[config.mk]
export PLATFORM = sky130hd
export DESIGN_NAME = tmr2_top
export DESIGN_NICKNAME = d
export VERILOG_FILES = /design/src/core/tmr2_pkg.sv /design/src/core/tmr2_tick.sv /design/src/core/tmr2_top.sv
export VERILOG_INCLUDE_DIRS = /design/src /design/src/core
export SDC_FILE = /design/constraint.sdc
export NUM_CORES = 1
export LEC_CHECK = 0
export BUFFER_PORTS_ARGS = -buffer_cell sky130_fd_sc_hd__buf_2
export CORE_ASPECT_RATIO = 0.7
export CORE_MARGIN = 4
export CORE_UTILIZATION = 35
export CTS_BUF_LIST = sky130_fd_sc_hd__clkbuf_16
export DETAILED_ROUTE_END_ITERATION = 10
export GPL_TIMING_DRIVEN = 0
export SETUP_SLACK_MARGIN = 0.05
export SYNTH_ARGS = -nofsm -noshare
export SYNTH_HDL_FRONTEND = slang
export SYNTH_SLANG_ARGS = --single-unit
[constraint.sdc]
create_clock -name aclk -period 3.14 [get_ports aclk]
set_clock_uncertainty 0.2 [all_clocks]
set_input_delay 0.628 -clock aclk [delete_from_list [all_inputs] [get_ports aclk]]
set_output_delay 0.628 -clock aclk [all_outputs]
set_load 0.05 [all_outputs]
[src/core/tmr2_consts.svh]
// Purpose: Constants for the timer 2 reload/capture register block
// Assumes: AXI4-Lite byte addresses, one 32-bit word per register
// Notes: Index registers are scaled by four for the byte address
`ifndef TMR2_CONSTS_SVH
`define TMR2_CONSTS_SVH
// ==========================================
// Register indices and byte address width
`define TMR2_IDX_CTRL 8'hC8
`define TMR2_IDX_RLL 8'hCA
`define TMR2_IDX_RLH 8'hCB
`define TMR2_IDX_CNTL 8'hCC
`define TMR2_IDX_CNTH 8'hCD
`define TMR2_IDX_CKSEL 8'h8E
`define TMR2_IDX_IRQ_ST 8'hD0
`define TMR2_IDX_IRQ_EN 8'hD1
`define TMR2_IDX_IRQ_CLR 8'hD2
`define TMR2_ADDR_W 12
// ==========================================
// Control field positions
`define TMR2_B_OVH 7
`define TMR2_B_OVL 6
`define TMR2_B_OVLEN 5
`define TMR2_B_CE 4
`define TMR2_B_SPLIT 3
`define TMR2_B_RUN 2
`define TMR2_B_CSS 1
`define TMR2_B_XCLK 0
// Clock select register fields
`define TMR2_B_CKH 1
`define TMR2_B_CKL 0
// Interrupt status fields
`define TMR2_I_OVH 0
`define TMR2_I_OVL 1
`define TMR2_I_CAP 2
`define TMR2_IRQ_W 3
// ==========================================
// Reset values and timing
`define TMR2_RST_BYTE 8'h00
`define TMR2_DIV12 12
`define TMR2_DIV8 8
`define TMR2_CLK_NS 4
`endif

[src/core/tmr2_pkg.sv]
// Purpose: Types for the timer 2 block
// Assumes: Nothing beyond the constants header
// Notes: Only types live here
package tmr2_pkg;
	typedef enum logic [1:0] {TMR2_SRC_CORE, TMR2_SRC_DIV12, TMR2_SRC_EXT8} tmr2_src_e;
	typedef logic [7:0] tmr2_byte_t;
endpackage

[src/core/tmr2_tick.sv]
// Purpose: Per-byte tick enable generator
// Assumes: ext_clk is synchronous to aclk
// Notes: Prescalers are shared by both byte timers
`include "tmr2_consts.svh"
`timescale 1ns/1ns
`default_nettype none
module tmr2_tick import tmr2_pkg::*; #(
	parameter int DIV_CORE = `TMR2_DIV12,
	parameter int DIV_EXT = `TMR2_DIV8
) (
	input wire logic aclk,
	input wire logic aresetn,
	input wire logic ext_clk,
	input wire logic sel_h,
	input wire logic sel_l,
	input wire logic xclk,
	output logic tick_h,
	output logic tick_l
);
	// Counters are eight bits wide, so a divider beyond 255 cannot be served
	if (DIV_CORE < 2 || DIV_CORE > 255 || DIV_EXT < 2 || DIV_EXT > 255) begin : g_bad_div
		$error("tmr2_tick: divider out of range");
	end
	logic [7:0] div12_r;
	logic [7:0] div8_r;
	logic ext_d_r;
	logic t12;
	logic t8;
	// ==========================================
	// Prescalers
	always_ff @(posedge aclk) begin
		if (!aresetn) begin
			div12_r <= 8'h00;
		end else if (div12_r == 8'(DIV_CORE - 1)) begin
			div12_r <= 8'h00;
		end else begin
			div12_r <= div12_r + 8'h01;
		end
	end
	// External clock counted on its rising edges, inputs treated as synchronous
	always_ff @(posedge aclk) begin
		if (!aresetn) begin
			ext_d_r <= 1'b0;
			div8_r <= 8'h00;
		end else begin
			ext_d_r <= ext_clk;
			if (ext_clk && !ext_d_r) begin
				div8_r <= (div8_r == 8'(DIV_EXT - 1)) ? 8'h00 : div8_r + 8'h01;
			end
		end
	end
	assign t12 = (div12_r == 8'(DIV_CORE - 1));
	assign t8 = ext_clk && !ext_d_r && (div8_r == 8'(DIV_EXT - 1));
	// ==========================================
	// Source select per byte
	assign tick_h = sel_h ? 1'b1 : (xclk ? t8 : t12);
	assign tick_l = sel_l ? 1'b1 : (xclk ? t8 : t12);
endmodule
`default_nettype wire

[src/core/tmr2_top.sv]
// Purpose: Timer 2 with reload and capture, AXI4-Lite register access
// Assumes: Capture inputs and ext_clk synchronous to aclk
// Notes: Registers at byte address four times their index
// Behaviour
// - Auto-reload takes low byte from reload-low
// - Capture writes count-low into reload-low
// - 16-bit mode: count-high is upper count byte
// - Split mode: count-high is own 8-bit timer
// - Split: run gates high byte only
// - Capture source: SOF or slow-oscillator falling edge
// - Capture latches both bytes, raises interrupt
// - Per-byte clock: core or prescaled; div12 or ext div8 shared
//
// The AXI4-Lite interface to the registers is this design's own decision.
`include "tmr2_consts.svh"
`timescale 1ns/1ns
`default_nettype none
module tmr2_top import tmr2_pkg::*; (
	input wire logic aclk,
	input wire logic aresetn,
	input wire logic [11:0] s_axi_awaddr,
	input wire logic s_axi_awvalid,
	output logic s_axi_awready,
	input wire logic [31:0] s_axi_wdata,
	input wire logic [3:0] s_axi_wstrb,
	input wire logic s_axi_wvalid,
	output logic s_axi_wready,
	output logic [1:0] s_axi_bresp,
	output logic s_axi_bvalid,
	input wire logic s_axi_bready,
	input wire logic [11:0] s_axi_araddr,
	input wire logic s_axi_arvalid,
	output logic s_axi_arready,
	output logic [31:0] s_axi_rdata,
	output logic [1:0] s_axi_rresp,
	output logic s_axi_rvalid,
	input wire logic s_axi_rready,
	input wire logic ext_clk,
	input wire logic usb_sof,
	input wire logic slow_osc,
	output logic irq
);
	tmr2_byte_t ctrl_r, rll_r, rlh_r, cntl_r, cnth_r;
	logic [1:0] cksel_r;
	logic [`TMR2_IRQ_W-1:0] ist_r, ien_r, ev;
	logic aw_hold_r, w_hold_r;
	logic [11:0] awaddr_r;
	logic [31:0] wdata_r;
	logic wr_go;
	logic [9:0] widx, ridx;
	logic rmapped;
	logic [31:0] rd_val;
	logic osc_d_r;
	logic cap_ev, tick_h, tick_l;
	logic ovl, ovh;
	logic split, ce, run;
	logic wr_ctrl, wr_rll, wr_rlh, wr_cntl, wr_cnth;
	logic [7:0] wb;
	assign split = ctrl_r[`TMR2_B_SPLIT];
	assign ce = ctrl_r[`TMR2_B_CE];
	assign run = ctrl_r[`TMR2_B_RUN];
	// ==========================================
	// AXI4-Lite write channel
	assign s_axi_awready = !aw_hold_r && !s_axi_bvalid;
	assign s_axi_wready = !w_hold_r && !s_axi_bvalid;
	assign wr_go = aw_hold_r && w_hold_r;
	always_ff @(posedge aclk) begin
		if (!aresetn) begin
			aw_hold_r <= 1'b0;
			w_hold_r <= 1'b0;
			awaddr_r <= 12'h000;
			wdata_r <= 32'h0000_0000;
			s_axi_bvalid <= 1'b0;
		end else begin
			if (s_axi_awvalid && s_axi_awready) begin
				aw_hold_r <= 1'b1;
				awaddr_r <= s_axi_awaddr;
			end
			if (s_axi_wvalid && s_axi_wready) begin
				w_hold_r <= 1'b1;
				wdata_r <= s_axi_wstrb[0] ? s_axi_wdata : 32'h0000_0000;
			end
			if (wr_go) begin
				aw_hold_r <= 1'b0;
				w_hold_r <= 1'b0;
				s_axi_bvalid <= 1'b1;
			end else if (s_axi_bready) begin
				s_axi_bvalid <= 1'b0;
			end
		end
	end
	// Byte lane 0 only; a write without wstrb[0] is dropped via wr_en below
	logic wstrb0_r;
	always_ff @(posedge aclk) begin
		if (!aresetn) begin
			wstrb0_r <= 1'b0;
		end else if (s_axi_wvalid && s_axi_wready) begin
			wstrb0_r <= s_axi_wstrb[0];
		end
	end
	assign widx = awaddr_r[11:2];
	assign wb = wdata_r[7:0];
	// Unmapped writes are dropped silently, so the response is always OKAY
	assign s_axi_bresp = 2'h0;
	logic wr_en;
	assign wr_en = wr_go && wstrb0_r;
	assign wr_ctrl = wr_en && widx == 10'(`TMR2_IDX_CTRL);
	assign wr_rll = wr_en && widx == 10'(`TMR2_IDX_RLL);
	assign wr_rlh = wr_en && widx == 10'(`TMR2_IDX_RLH);
	assign wr_cntl = wr_en && widx == 10'(`TMR2_IDX_CNTL);
	assign wr_cnth = wr_en && widx == 10'(`TMR2_IDX_CNTH);
	// ==========================================
	// AXI4-Lite read channel
	assign s_axi_arready = !s_axi_rvalid;
	assign ridx = s_axi_araddr[11:2];
	always_comb begin
		rmapped = 1'b1;
		case (ridx)
			10'(`TMR2_IDX_CTRL): rd_val = {24'h000000, ctrl_r};
			10'(`TMR2_IDX_RLL): rd_val = {24'h000000, rll_r};
			10'(`TMR2_IDX_RLH): rd_val = {24'h000000, rlh_r};
			10'(`TMR2_IDX_CNTL): rd_val = {24'h000000, cntl_r};
			10'(`TMR2_IDX_CNTH): rd_val = {24'h000000, cnth_r};
			10'(`TMR2_IDX_CKSEL): rd_val = {30'h00000000, cksel_r};
			10'(`TMR2_IDX_IRQ_ST): rd_val = {29'h00000000, ist_r};
			10'(`TMR2_IDX_IRQ_EN): rd_val = {29'h00000000, ien_r};
			10'(`TMR2_IDX_IRQ_CLR): rd_val = 32'h0000_0000;
			default: begin
				rd_val = 32'h0000_0000;
				rmapped = 1'b0;
			end
		endcase
	end
	always_ff @(posedge aclk) begin
		if (!aresetn) begin
			s_axi_rvalid <= 1'b0;
			s_axi_rdata <= 32'h0000_0000;
			s_axi_rresp <= 2'h0;
		end else if (s_axi_arvalid && s_axi_arready) begin
			s_axi_rvalid <= 1'b1;
			s_axi_rdata <= rd_val;
			s_axi_rresp <= rmapped ? 2'h0 : 2'h2;
		end else if (s_axi_rready) begin
			s_axi_rvalid <= 1'b0;
		end
	end
	// ==========================================
	// Clock enables and capture event
	tmr2_tick u_tick (
		.aclk(aclk),
		.aresetn(aresetn),
		.ext_clk(ext_clk),
		.sel_h(cksel_r[`TMR2_B_CKH]),
		.sel_l(cksel_r[`TMR2_B_CKL]),
		.xclk(ctrl_r[`TMR2_B_XCLK]),
		.tick_h(tick_h),
		.tick_l(tick_l)
	);
	always_ff @(posedge aclk) begin
		if (!aresetn) begin
			osc_d_r <= 1'b0;
		end else begin
			osc_d_r <= slow_osc;
		end
	end
	assign cap_ev = ce && (ctrl_r[`TMR2_B_CSS] ? (osc_d_r && !slow_osc) : usb_sof);
	// ==========================================
	// Counters
	logic inc_l, inc_h;
	// Split: low byte free-running, high byte gated by run; 16-bit: run gates all
	assign inc_l = split ? tick_l : (run && tick_l);
	assign inc_h = split ? (run && tick_h) : (inc_l && cntl_r == 8'hFF);
	assign ovl = inc_l && cntl_r == 8'hFF;
	assign ovh = inc_h && cnth_r == 8'hFF;
	always_ff @(posedge aclk) begin
		if (!aresetn) begin
			cntl_r <= `TMR2_RST_BYTE;
		end else if (wr_cntl) begin
			cntl_r <= wb;
		end else if (inc_l) begin
			if (ovl && !ce && (split || cnth_r == 8'hFF)) begin
				cntl_r <= rll_r;
			end else begin
				cntl_r <= cntl_r + 8'h01;
			end
		end
	end
	always_ff @(posedge aclk) begin
		if (!aresetn) begin
			cnth_r <= `TMR2_RST_BYTE;
		end else if (wr_cnth) begin
			cnth_r <= wb;
		end else if (inc_h) begin
			cnth_r <= (ovh && !ce) ? rlh_r : cnth_r + 8'h01;
		end
	end
	// ==========================================
	// Reload registers, capture target in capture mode
	always_ff @(posedge aclk) begin
		if (!aresetn) begin
			rll_r <= `TMR2_RST_BYTE;
			rlh_r <= `TMR2_RST_BYTE;
		end else if (cap_ev) begin
			rll_r <= cntl_r;
			rlh_r <= cnth_r;
		end else begin
			if (wr_rll) begin
				rll_r <= wb;
			end
			if (wr_rlh) begin
				rlh_r <= wb;
			end
		end
	end
	// ==========================================
	// Control, clock select; hardware flag set wins over software write
	always_ff @(posedge aclk) begin
		if (!aresetn) begin
			ctrl_r <= `TMR2_RST_BYTE;
		end else begin
			if (wr_ctrl) begin
				ctrl_r <= wb;
			end
			if (ovh || cap_ev) begin
				ctrl_r[`TMR2_B_OVH] <= 1'b1;
			end
			if (ovl) begin
				ctrl_r[`TMR2_B_OVL] <= 1'b1;
			end
		end
	end
	always_ff @(posedge aclk) begin
		if (!aresetn) begin
			cksel_r <= 2'h0;
		end else if (wr_en && widx == 10'(`TMR2_IDX_CKSEL)) begin
			cksel_r <= wb[1:0];
		end
	end
	// ==========================================
	// Interrupt status, enable, clear
	assign ev[`TMR2_I_OVH] = ovh;
	assign ev[`TMR2_I_OVL] = ovl && ctrl_r[`TMR2_B_OVLEN];
	assign ev[`TMR2_I_CAP] = cap_ev;
	always_ff @(posedge aclk) begin
		if (!aresetn) begin
			ist_r <= 3'h0;
			ien_r <= 3'h0;
		end else begin
			if (wr_en && widx == 10'(`TMR2_IDX_IRQ_EN)) begin
				ien_r <= wb[`TMR2_IRQ_W-1:0];
			end
			if (wr_en && widx == 10'(`TMR2_IDX_IRQ_CLR)) begin
				ist_r <= (ist_r & ~wb[`TMR2_IRQ_W-1:0]) | ev;
			end else begin
				ist_r <= ist_r | ev;
			end
		end
	end
	assign irq = |(ist_r & ien_r);
	// ==========================================
	// Checks
	chk_split_low_free: assert property (@(posedge aclk) disable iff (!aresetn)
		split && !run && tick_l && !wr_cntl && !ovl |=> cntl_r == $past(cntl_r) + 8'h01)
		else $error("low byte stalled in split mode");
	chk_split_high_stop: assert property (@(posedge aclk) disable iff (!aresetn)
		split && !run && !wr_cnth |=> cnth_r == $past(cnth_r))
		else $error("high byte ran while stopped");
	chk_cap_low: assert property (@(posedge aclk) disable iff (!aresetn)
		cap_ev |=> rll_r == $past(cntl_r))
		else $error("capture low byte wrong");
	chk_cap_both: assert property (@(posedge aclk) disable iff (!aresetn)
		cap_ev |=> rlh_r == $past(cnth_r) && ist_r[`TMR2_I_CAP])
		else $error("capture high byte or flag wrong");
	chk_reload_16: assert property (@(posedge aclk) disable iff (!aresetn)
		!split && !ce && ovh && !wr_cntl && !wr_cnth && !wr_rll && !wr_rlh
		|=> {cnth_r, cntl_r} == {rlh_r, rll_r} && ctrl_r[`TMR2_B_OVH])
		else $error("16-bit reload wrong");
	chk_carry_16: assert property (@(posedge aclk) disable iff (!aresetn)
		!split && !ce && inc_l && cntl_r != 8'hFF && !wr_cnth |=> cnth_r == $past(cnth_r))
		else $error("high byte moved without carry");
	chk_src_lfo: assert property (@(posedge aclk) disable iff (!aresetn)
		ce && ctrl_r[`TMR2_B_CSS] && $fell(slow_osc) |-> cap_ev)
		else $error("falling edge not captured");
	chk_core_tick: assert property (@(posedge aclk) disable iff (!aresetn)
		cksel_r[`TMR2_B_CKL] |-> tick_l)
		else $error("core clock select lost ticks");
	chk_split_high: assert property (@(posedge aclk) disable iff (!aresetn)
		split && run && tick_h && !ce && cnth_r == 8'hFF && !wr_cnth |=> cnth_r == $past(rlh_r))
		else $error("split high byte reload wrong");
	cov_cap: cover property (@(posedge aclk) cap_ev);
	cov_ovh16: cover property (@(posedge aclk) !split && ovh);
	cov_split_ovl: cover property (@(posedge aclk) split && ovl);
	cov_irq: cover property (@(posedge aclk) $rose(irq));
endmodule
`default_nettype wire

Word-level counts from Yosys, hierarchy flattened
Index checks and enable logic that the tools add are counted.
Widths: inputs -> output; s select.
{"block": "totals", "register_bits": 125, "latch_bits": 0, "ram_bits": 0, "mem_bits_ro": 0, "input_bits": 70, "output_inout_bits": 42, "word_cells": 131, "memories": 0}
{"block": "op_classes", "addsub": 4, "mul": 0, "n_div": 0, "order_cmp": 0, "eq_ne": 21, "shifts": 0, "mux": 29, "bitwise": 6, "n_reduce_logical": 48}
{"op": "$eq 10x8->1 const B", "n": 17}
{"op": "$mux 8", "n": 13}
{"op": "$pmux 8 s8", "n": 1}
{"op": "$add 8x1->8 const B", "n": 4}
{"op": "$logic_and 1x1->1", "n": 27}
{"op": "$eq 8x8->1 const B", "n": 2}
{"op": "$reduce_bool 2->1", "n": 8}
{"op": "$mux 1", "n": 13}
{"op": "$reduce_or 9->1", "n": 1}
{"op": "$eq 8x3->1 const B", "n": 1}
{"op": "$eq 8x4->1 const B", "n": 1}
{"op": "$logic_not 1->1", "n": 7}
{"op": "$and 3x3->3", "n": 2}
{"op": "$or 3x3->3", "n": 2}
{"op": "$reduce_or 2->1", "n": 2}
{"op": "$mux 3", "n": 1}
{"op": "$not 3->3", "n": 1}
{"op": "$reduce_or 3->1", "n": 1}
{"op": "$logic_or 1x1->1", "n": 2}
{"op": "$mux 2", "n": 1}
{"op": "$not 1->1", "n": 1}

Depth between registers and ports, before layout
{"block": "logic_depth", "ltp_word": 14, "depth_mapped": 7, "ltp_nobuf": 6}

By module
Synthesis repeated with hierarchy kept, for this count alone.
{"block": "unflattened", "hier_cells": 644, "area_unflattened_um2": 5355.1}
{"mod": "tmr2_top", "n_inst": 1, "cells_per_inst": 558, "area_per_inst_um2": 4589.4, "seq_area_each_um2": 1621.6}
{"mod": "tmr2_tick", "n_inst": 1, "cells_per_inst": 86, "area_per_inst_um2": 765.7, "seq_area_each_um2": 340.3}

Worst setup path after synthesis
OpenSTA, ideal clock, no wires.
{"block": "synth_path", "path_type": "input to register", "start": "input port s_axi_araddr[7]", "end": "register s_axi_rdata[2]", "setup_time_ps": 79, "arrival_ps": 2205, "required_ps": 2861, "setup_slack_ps": 655, "stages": 6, "n_path_buf": 1, "path_cell_list": "or4b_4 buf_6 or4_4 o22ai_1 a21oi_1 a211oi_2"}
{"block": "synth_between", "elab_chain_len": 2, "elab_cells_between_ends": 9, "cone_classes": "eq/ne: 8; mux: 1"}
{"element": "start, declared", "line_no": "tmr2_top.sv:31", "rtl": "input wire logic [11:0] s_axi_araddr,"}
{"element": "$eq 10x8->1", "line_no": "tmr2_top.sv:118", "rtl": "case (ridx)"}
{"element": "$pmux 8 s8 *", "line_no": "tmr2_top.sv:118"}
{"element": "end signal, assigned", "line_no": "tmr2_top.sv:141", "rtl": "s_axi_rdata <= rd_val;"}
{"element": "end, declared", "line_no": "tmr2_top.sv:34", "rtl": "output logic [31:0] s_axi_rdata,"}
Mark *: on every way between the ends. The rest lies on a longest branch, timed or not.
A chain may end at the register's enable or synchronous reset.

Final worst setup path
{"block": "layout_path", "start": "register u_tick.div12_r[0]", "end": "register cntl_r[3]"}
{"block": "layout_between", "elab_chain_len": 11, "elab_cells_between_ends": 12, "cone_classes": "eq/ne: 1; mux: 6; reduce/logical: 5"}
{"element": "start, declared", "line_no": "tmr2_tick.sv:24", "rtl": "logic [7:0] div12_r;"}
{"element": "start signal, assigned", "line_no": "tmr2_tick.sv:37", "rtl": "div12_r <= div12_r + 8'h01;"}
{"element": "$eq 8x4->1 *", "line_no": "tmr2_tick.sv:52", "rtl": "assign t12 = (div12_r == 8'(DIV_CORE - 1));"}
{"element": "$mux 1 * (2 in a row)", "line_no": "tmr2_tick.sv:57", "rtl": "assign tick_l = sel_l ? 1'b1 : (xclk ? t8 : t12);"}
{"element": "$logic_and 1x1->1", "line_no": "tmr2_top.sv:171", "rtl": "assign inc_l = split ? tick_l : (run && tick_l);"}
{"element": "$mux 1 *", "line_no": "tmr2_top.sv:171"}
{"element": "$logic_and 1x1->1", "line_no": "tmr2_top.sv:173", "rtl": "assign ovl = inc_l && cntl_r == 8'hFF;"}
{"element": "$logic_and 1x1->1 (2 in a row)", "line_no": "tmr2_top.sv:181", "rtl": "if (ovl && !ce && (split || cnth_r == 8'hFF)) begin"}
{"element": "$mux 8", "line_no": "tmr2_top.sv:181"}
{"element": "$mux 8", "line_no": "tmr2_top.sv:180", "rtl": "end else if (inc_l) begin"}
{"element": "$mux 8", "line_no": "tmr2_top.sv:178", "rtl": "end else if (wr_cntl) begin"}
{"element": "end signal, assigned", "line_no": "tmr2_top.sv:177", "rtl": "cntl_r <= `TMR2_RST_BYTE;"}
{"element": "end signal, assigned", "line_no": "tmr2_top.sv:179", "rtl": "cntl_r <= wb;"}
{"element": "end signal, assigned", "line_no": "tmr2_top.sv:182", "rtl": "cntl_r <= rll_r;"}
{"element": "end, declared", "line_no": "tmr2_top.sv:43", "rtl": "tmr2_byte_t ctrl_r, rll_r, rlh_r, cntl_r, cnth_r;"}
Mark *: on every way between the ends. The rest lies on a longest branch, timed or not. The select of a mux whose other input is x is not followed.

==> impl_metrics.env <==
export IMPL_ys_ff_latch=98
export IMPL_finalSetupTns_ns=0
export IMPL_cp_slowest_cell="clkbuf_1"
export IMPL_synth_cell_type_count=75
export IMPL_worstPathArrival_ns=2.80
export IMPL_gp_congestion=0.942
export IMPL_finalCriticalPeriod_ns=2.72
export IMPL_hp_class="in -> reg"
export IMPL_diodes=0
export IMPL_cp_start_kind="flip-flop"
export IMPL_grt_total_usage=0.177
export IMPL_finalWirelength_mm=15.4
export IMPL_clock_sinks=98
export IMPL_setup_violations=0
export IMPL_vias=4739
export IMPL_drtAntennaViolNets=0
export IMPL_seq_area_frac_synth=0.367
export IMPL_critical_path_class="reg -> reg"
export IMPL_antenna_found_initial=0
export IMPL_synth_cells=610
export IMPL_slew_viol_final=0
export IMPL_finalPower_mw=2.72
export IMPL_clk_pin_slew_ns=0.07
export IMPL_synthArstFlopShare=0
export IMPL_drtIter0Drc=408
export IMPL_die_w_um=156
export IMPL_postCtsSetupBuffers=0
export IMPL_drive_above_1_share=0.195
export IMPL_synth_edf_count=0
export IMPL_max_slew_margin=0.254
export IMPL_ys_flop_type="dfxtp_1"
export IMPL_cts_buffers=9
export IMPL_first_pass_iters=5
export IMPL_top_level_ports=112
export IMPL_worstPathRequired_ns=3.21
export IMPL_row_count=37
export IMPL_grt_pass1_vias=4604
export IMPL_max_cap_violations=0
export IMPL_min_period_over_period=0.868
export IMPL_grt_max_degree=19
export IMPL_avgSynthCellArea_um2=8.77
export IMPL_netlist_area_leader_share=0.367
export IMPL_ir_drop_uv=275
export IMPL_whs_path_depth=2
export IMPL_wl_per_cell_um=17.1
export IMPL_hold_viol=0
export IMPL_power_leakage_nw=2.59
export IMPL_register_area_um2=1960
export IMPL_drcViolationCount=0
export IMPL_cts_buffer_depth=2
export IMPL_crit_chain="ha_1 > nor4b_4 > a21oi_2 > a21oi_1 > clkbuf_1 > nand3_1 > o22ai_1"
export IMPL_vias_per_cell=5.28
export IMPL_synth_area_leaders="dfxtp_1, mux2i_1, nand2_1"
export IMPL_grt_overflow=0
export IMPL_ys_warn_count=0
export IMPL_dp_final_hpwl_mm=11.7
export IMPL_die_height_um=111
export IMPL_grt_pass1_wl_mm=24.8
export IMPL_tritoncts="yes"
export IMPL_worst_slack_ns=0.416
export IMPL_rsz0062_at_grt="false"
export IMPL_cts_resized_gates=0
export IMPL_htree_levels=3
export IMPL_cpPeakStageDelay_ns=0.46
export IMPL_place_ws_ns=0.309
export IMPL_status="complete, no violations"
export IMPL_cts_hold_buf=0
export IMPL_end_kind="flip-flop"
export IMPL_yosysTopAreaCell="dfxtp_1"
export IMPL_dieArea_um2=17400
export IMPL_syn_area_um2=5350
export IMPL_fmax_mhz=367
export IMPL_multiInputGateArea_um2=3120
export IMPL_finalNetCount=772
export IMPL_cts_root_buf="clkbuf_16"
export IMPL_cp_max_fo=10
export IMPL_port_buffers=51
export IMPL_area_growth_pct=16.5
export IMPL_initial_utilization=0.360
export IMPL_r2r_cells=7
export IMPL_powerDensity_nw_per_um2=436
export IMPL_fillers=1461
export IMPL_clk_latency_ns=0.35
export IMPL_tightest_slew_ns=1.11
export IMPL_core_um2=14900
==> where the power goes <==
part | switching [mW] | total (mW) | internal [mW]
Sequential | 0.0323 | 1.31 | 1.27
Clock | 0.530 | 1.08 | 0.553
Combinational | 0.231 | 0.331 | 0.100
==> cell usage in the layout (no fill, tap or decap), drive strengths merged, types with 4 or more instances in the layout <==
cell type / instances
a211oi: 22
a21o: 5
a21oi: 36
a222oi: 4
a2bb2oi: 7
and2: 5
and3: 6
buf: 88
clkbuf: 31
conb: 27
dfxtp: 98
ha: 4
inv: 12
mux2: 15
mux2i: 47
nand2: 73
nand2b: 10
nand3: 21
nand3b: 4
nand4: 8
nor2: 62
nor2b: 6
nor3: 5
nor4: 7
nor4b: 4
o21ai: 11
o22ai: 10
or3: 5
xnor2: 7
xor2: 13
==> registers in the layout, indices dropped and copies added, names as in the netlist, 2 cells and up <==
name	cells
s_axi_rdata	8
rlh_r	8
u_tick.div12_r	8
u_tick.div8_r	8
cksel_r	2
awaddr_r	10
ist_r	3
cntl_r	8
rll_r	8
ctrl_r	8
wdata_r	8
cnth_r	8
ien_r	3
==> final timing paths <==
| check | startpoint | to | slack, ns |
|---|---|---|---|
| worst min register to register | awaddr_r[7]$_SDFFE_PN0P_ | awaddr_r[7]$_SDFFE_PN0P_ | 0.28 |
| worst max-delay path | u_tick.div12_r[0]$_SDFF_PP0_ | cntl_r[3]$_SDFFE_PN0P_ | 0.42 |
| worst min-delay path | s_axi_rready | s_axi_rvalid$_SDFFE_PN0P_ | 0.26 |
| worst max register to register | u_tick.div12_r[0]$_SDFF_PP0_ | cntl_r[3]$_SDFFE_PN0P_ | 0.42 |
==> cells in the mapped netlist, drive strengths merged (3+ instances only) <==
| library cell | number |
|---|---|
| o22ai | 10 |
| nor2b | 6 |
| or3 | 5 |
| a2bb2oi | 7 |
| and2 | 5 |
| a211oi | 22 |
| ha | 4 |
| inv | 9 |
| and3 | 6 |
| nor4 | 7 |
| buf | 37 |
| nand4 | 8 |
| and4 | 3 |
| nand2b | 10 |
| nand3b | 4 |
| and4b | 3 |
| nor4b | 4 |
| xnor2 | 7 |
| a21o | 5 |
| o21ai | 11 |
| a222oi | 4 |
| nor3 | 5 |
| o32ai | 3 |
| xor2 | 13 |
| clkbuf | 22 |
| mux2 | 15 |
| nand2 | 73 |
| nor2 | 62 |
| a21oi | 36 |
| nand3 | 21 |
| mux2i | 47 |
| dfxtp | 98 |
==> layer usage <==
| metal | vias up | track usage | wire length, um |
|---|---|---|---|
| met4 | 0 | 0.0344 | 127 |
| met5 | - | 0 | 0 |
| met2 | 144 | 0.265 | 6560 |
| met3 | 14 | 0.0416 | 1030 |
| met1 | 2255 | 0.260 | 7660 |
| li1 | 2326 | - | - |
==> critical path: cells and delay by family (launching register included) <==
family	cells	cell delay (ns)
fa+ha+maj	1	0.25
simple gates	2	0.72
flops	1	0.39
buf+inv	1	0.46
compound gates	3	0.61
==> stage by stage <==
stage                     cells  hold WS [ns]  cell area (um2)   util
after floorplan             636         0.238             5450      -
after global placement      882         0.251             5950  0.400
after detailed placement    882         0.267             5950  0.400
after CTS                   898         0.255             6240  0.420
after global routing        898         0.278             6240  0.420
final                       898         0.257             6240  0.420
==> logic make-up after synthesis <==
logic type,count (synthesis),synth area share
and+or+nand+nor,232,0.233
other,1,0.000701
adders and majority gates,4,0.00935
DFF,98,0.367
AOI/OAI and AO/OA,125,0.169
xor gates and xnor gates,20,0.0327
buffers and inverters,68,0.0694
muxes,62,0.119
==> final cells by class <==
type,instances,area share
clock inverters,7,0.00983
flip-flops and latches,98,0.315
inverters,9,0.00542
well taps,195,0.0391
clock buffers,9,0.0361
multi-input cells,470,0.500
repair buffers,51,0.0409
plain buffers,59,0.0542
Power figures use the tool's default switching activity.
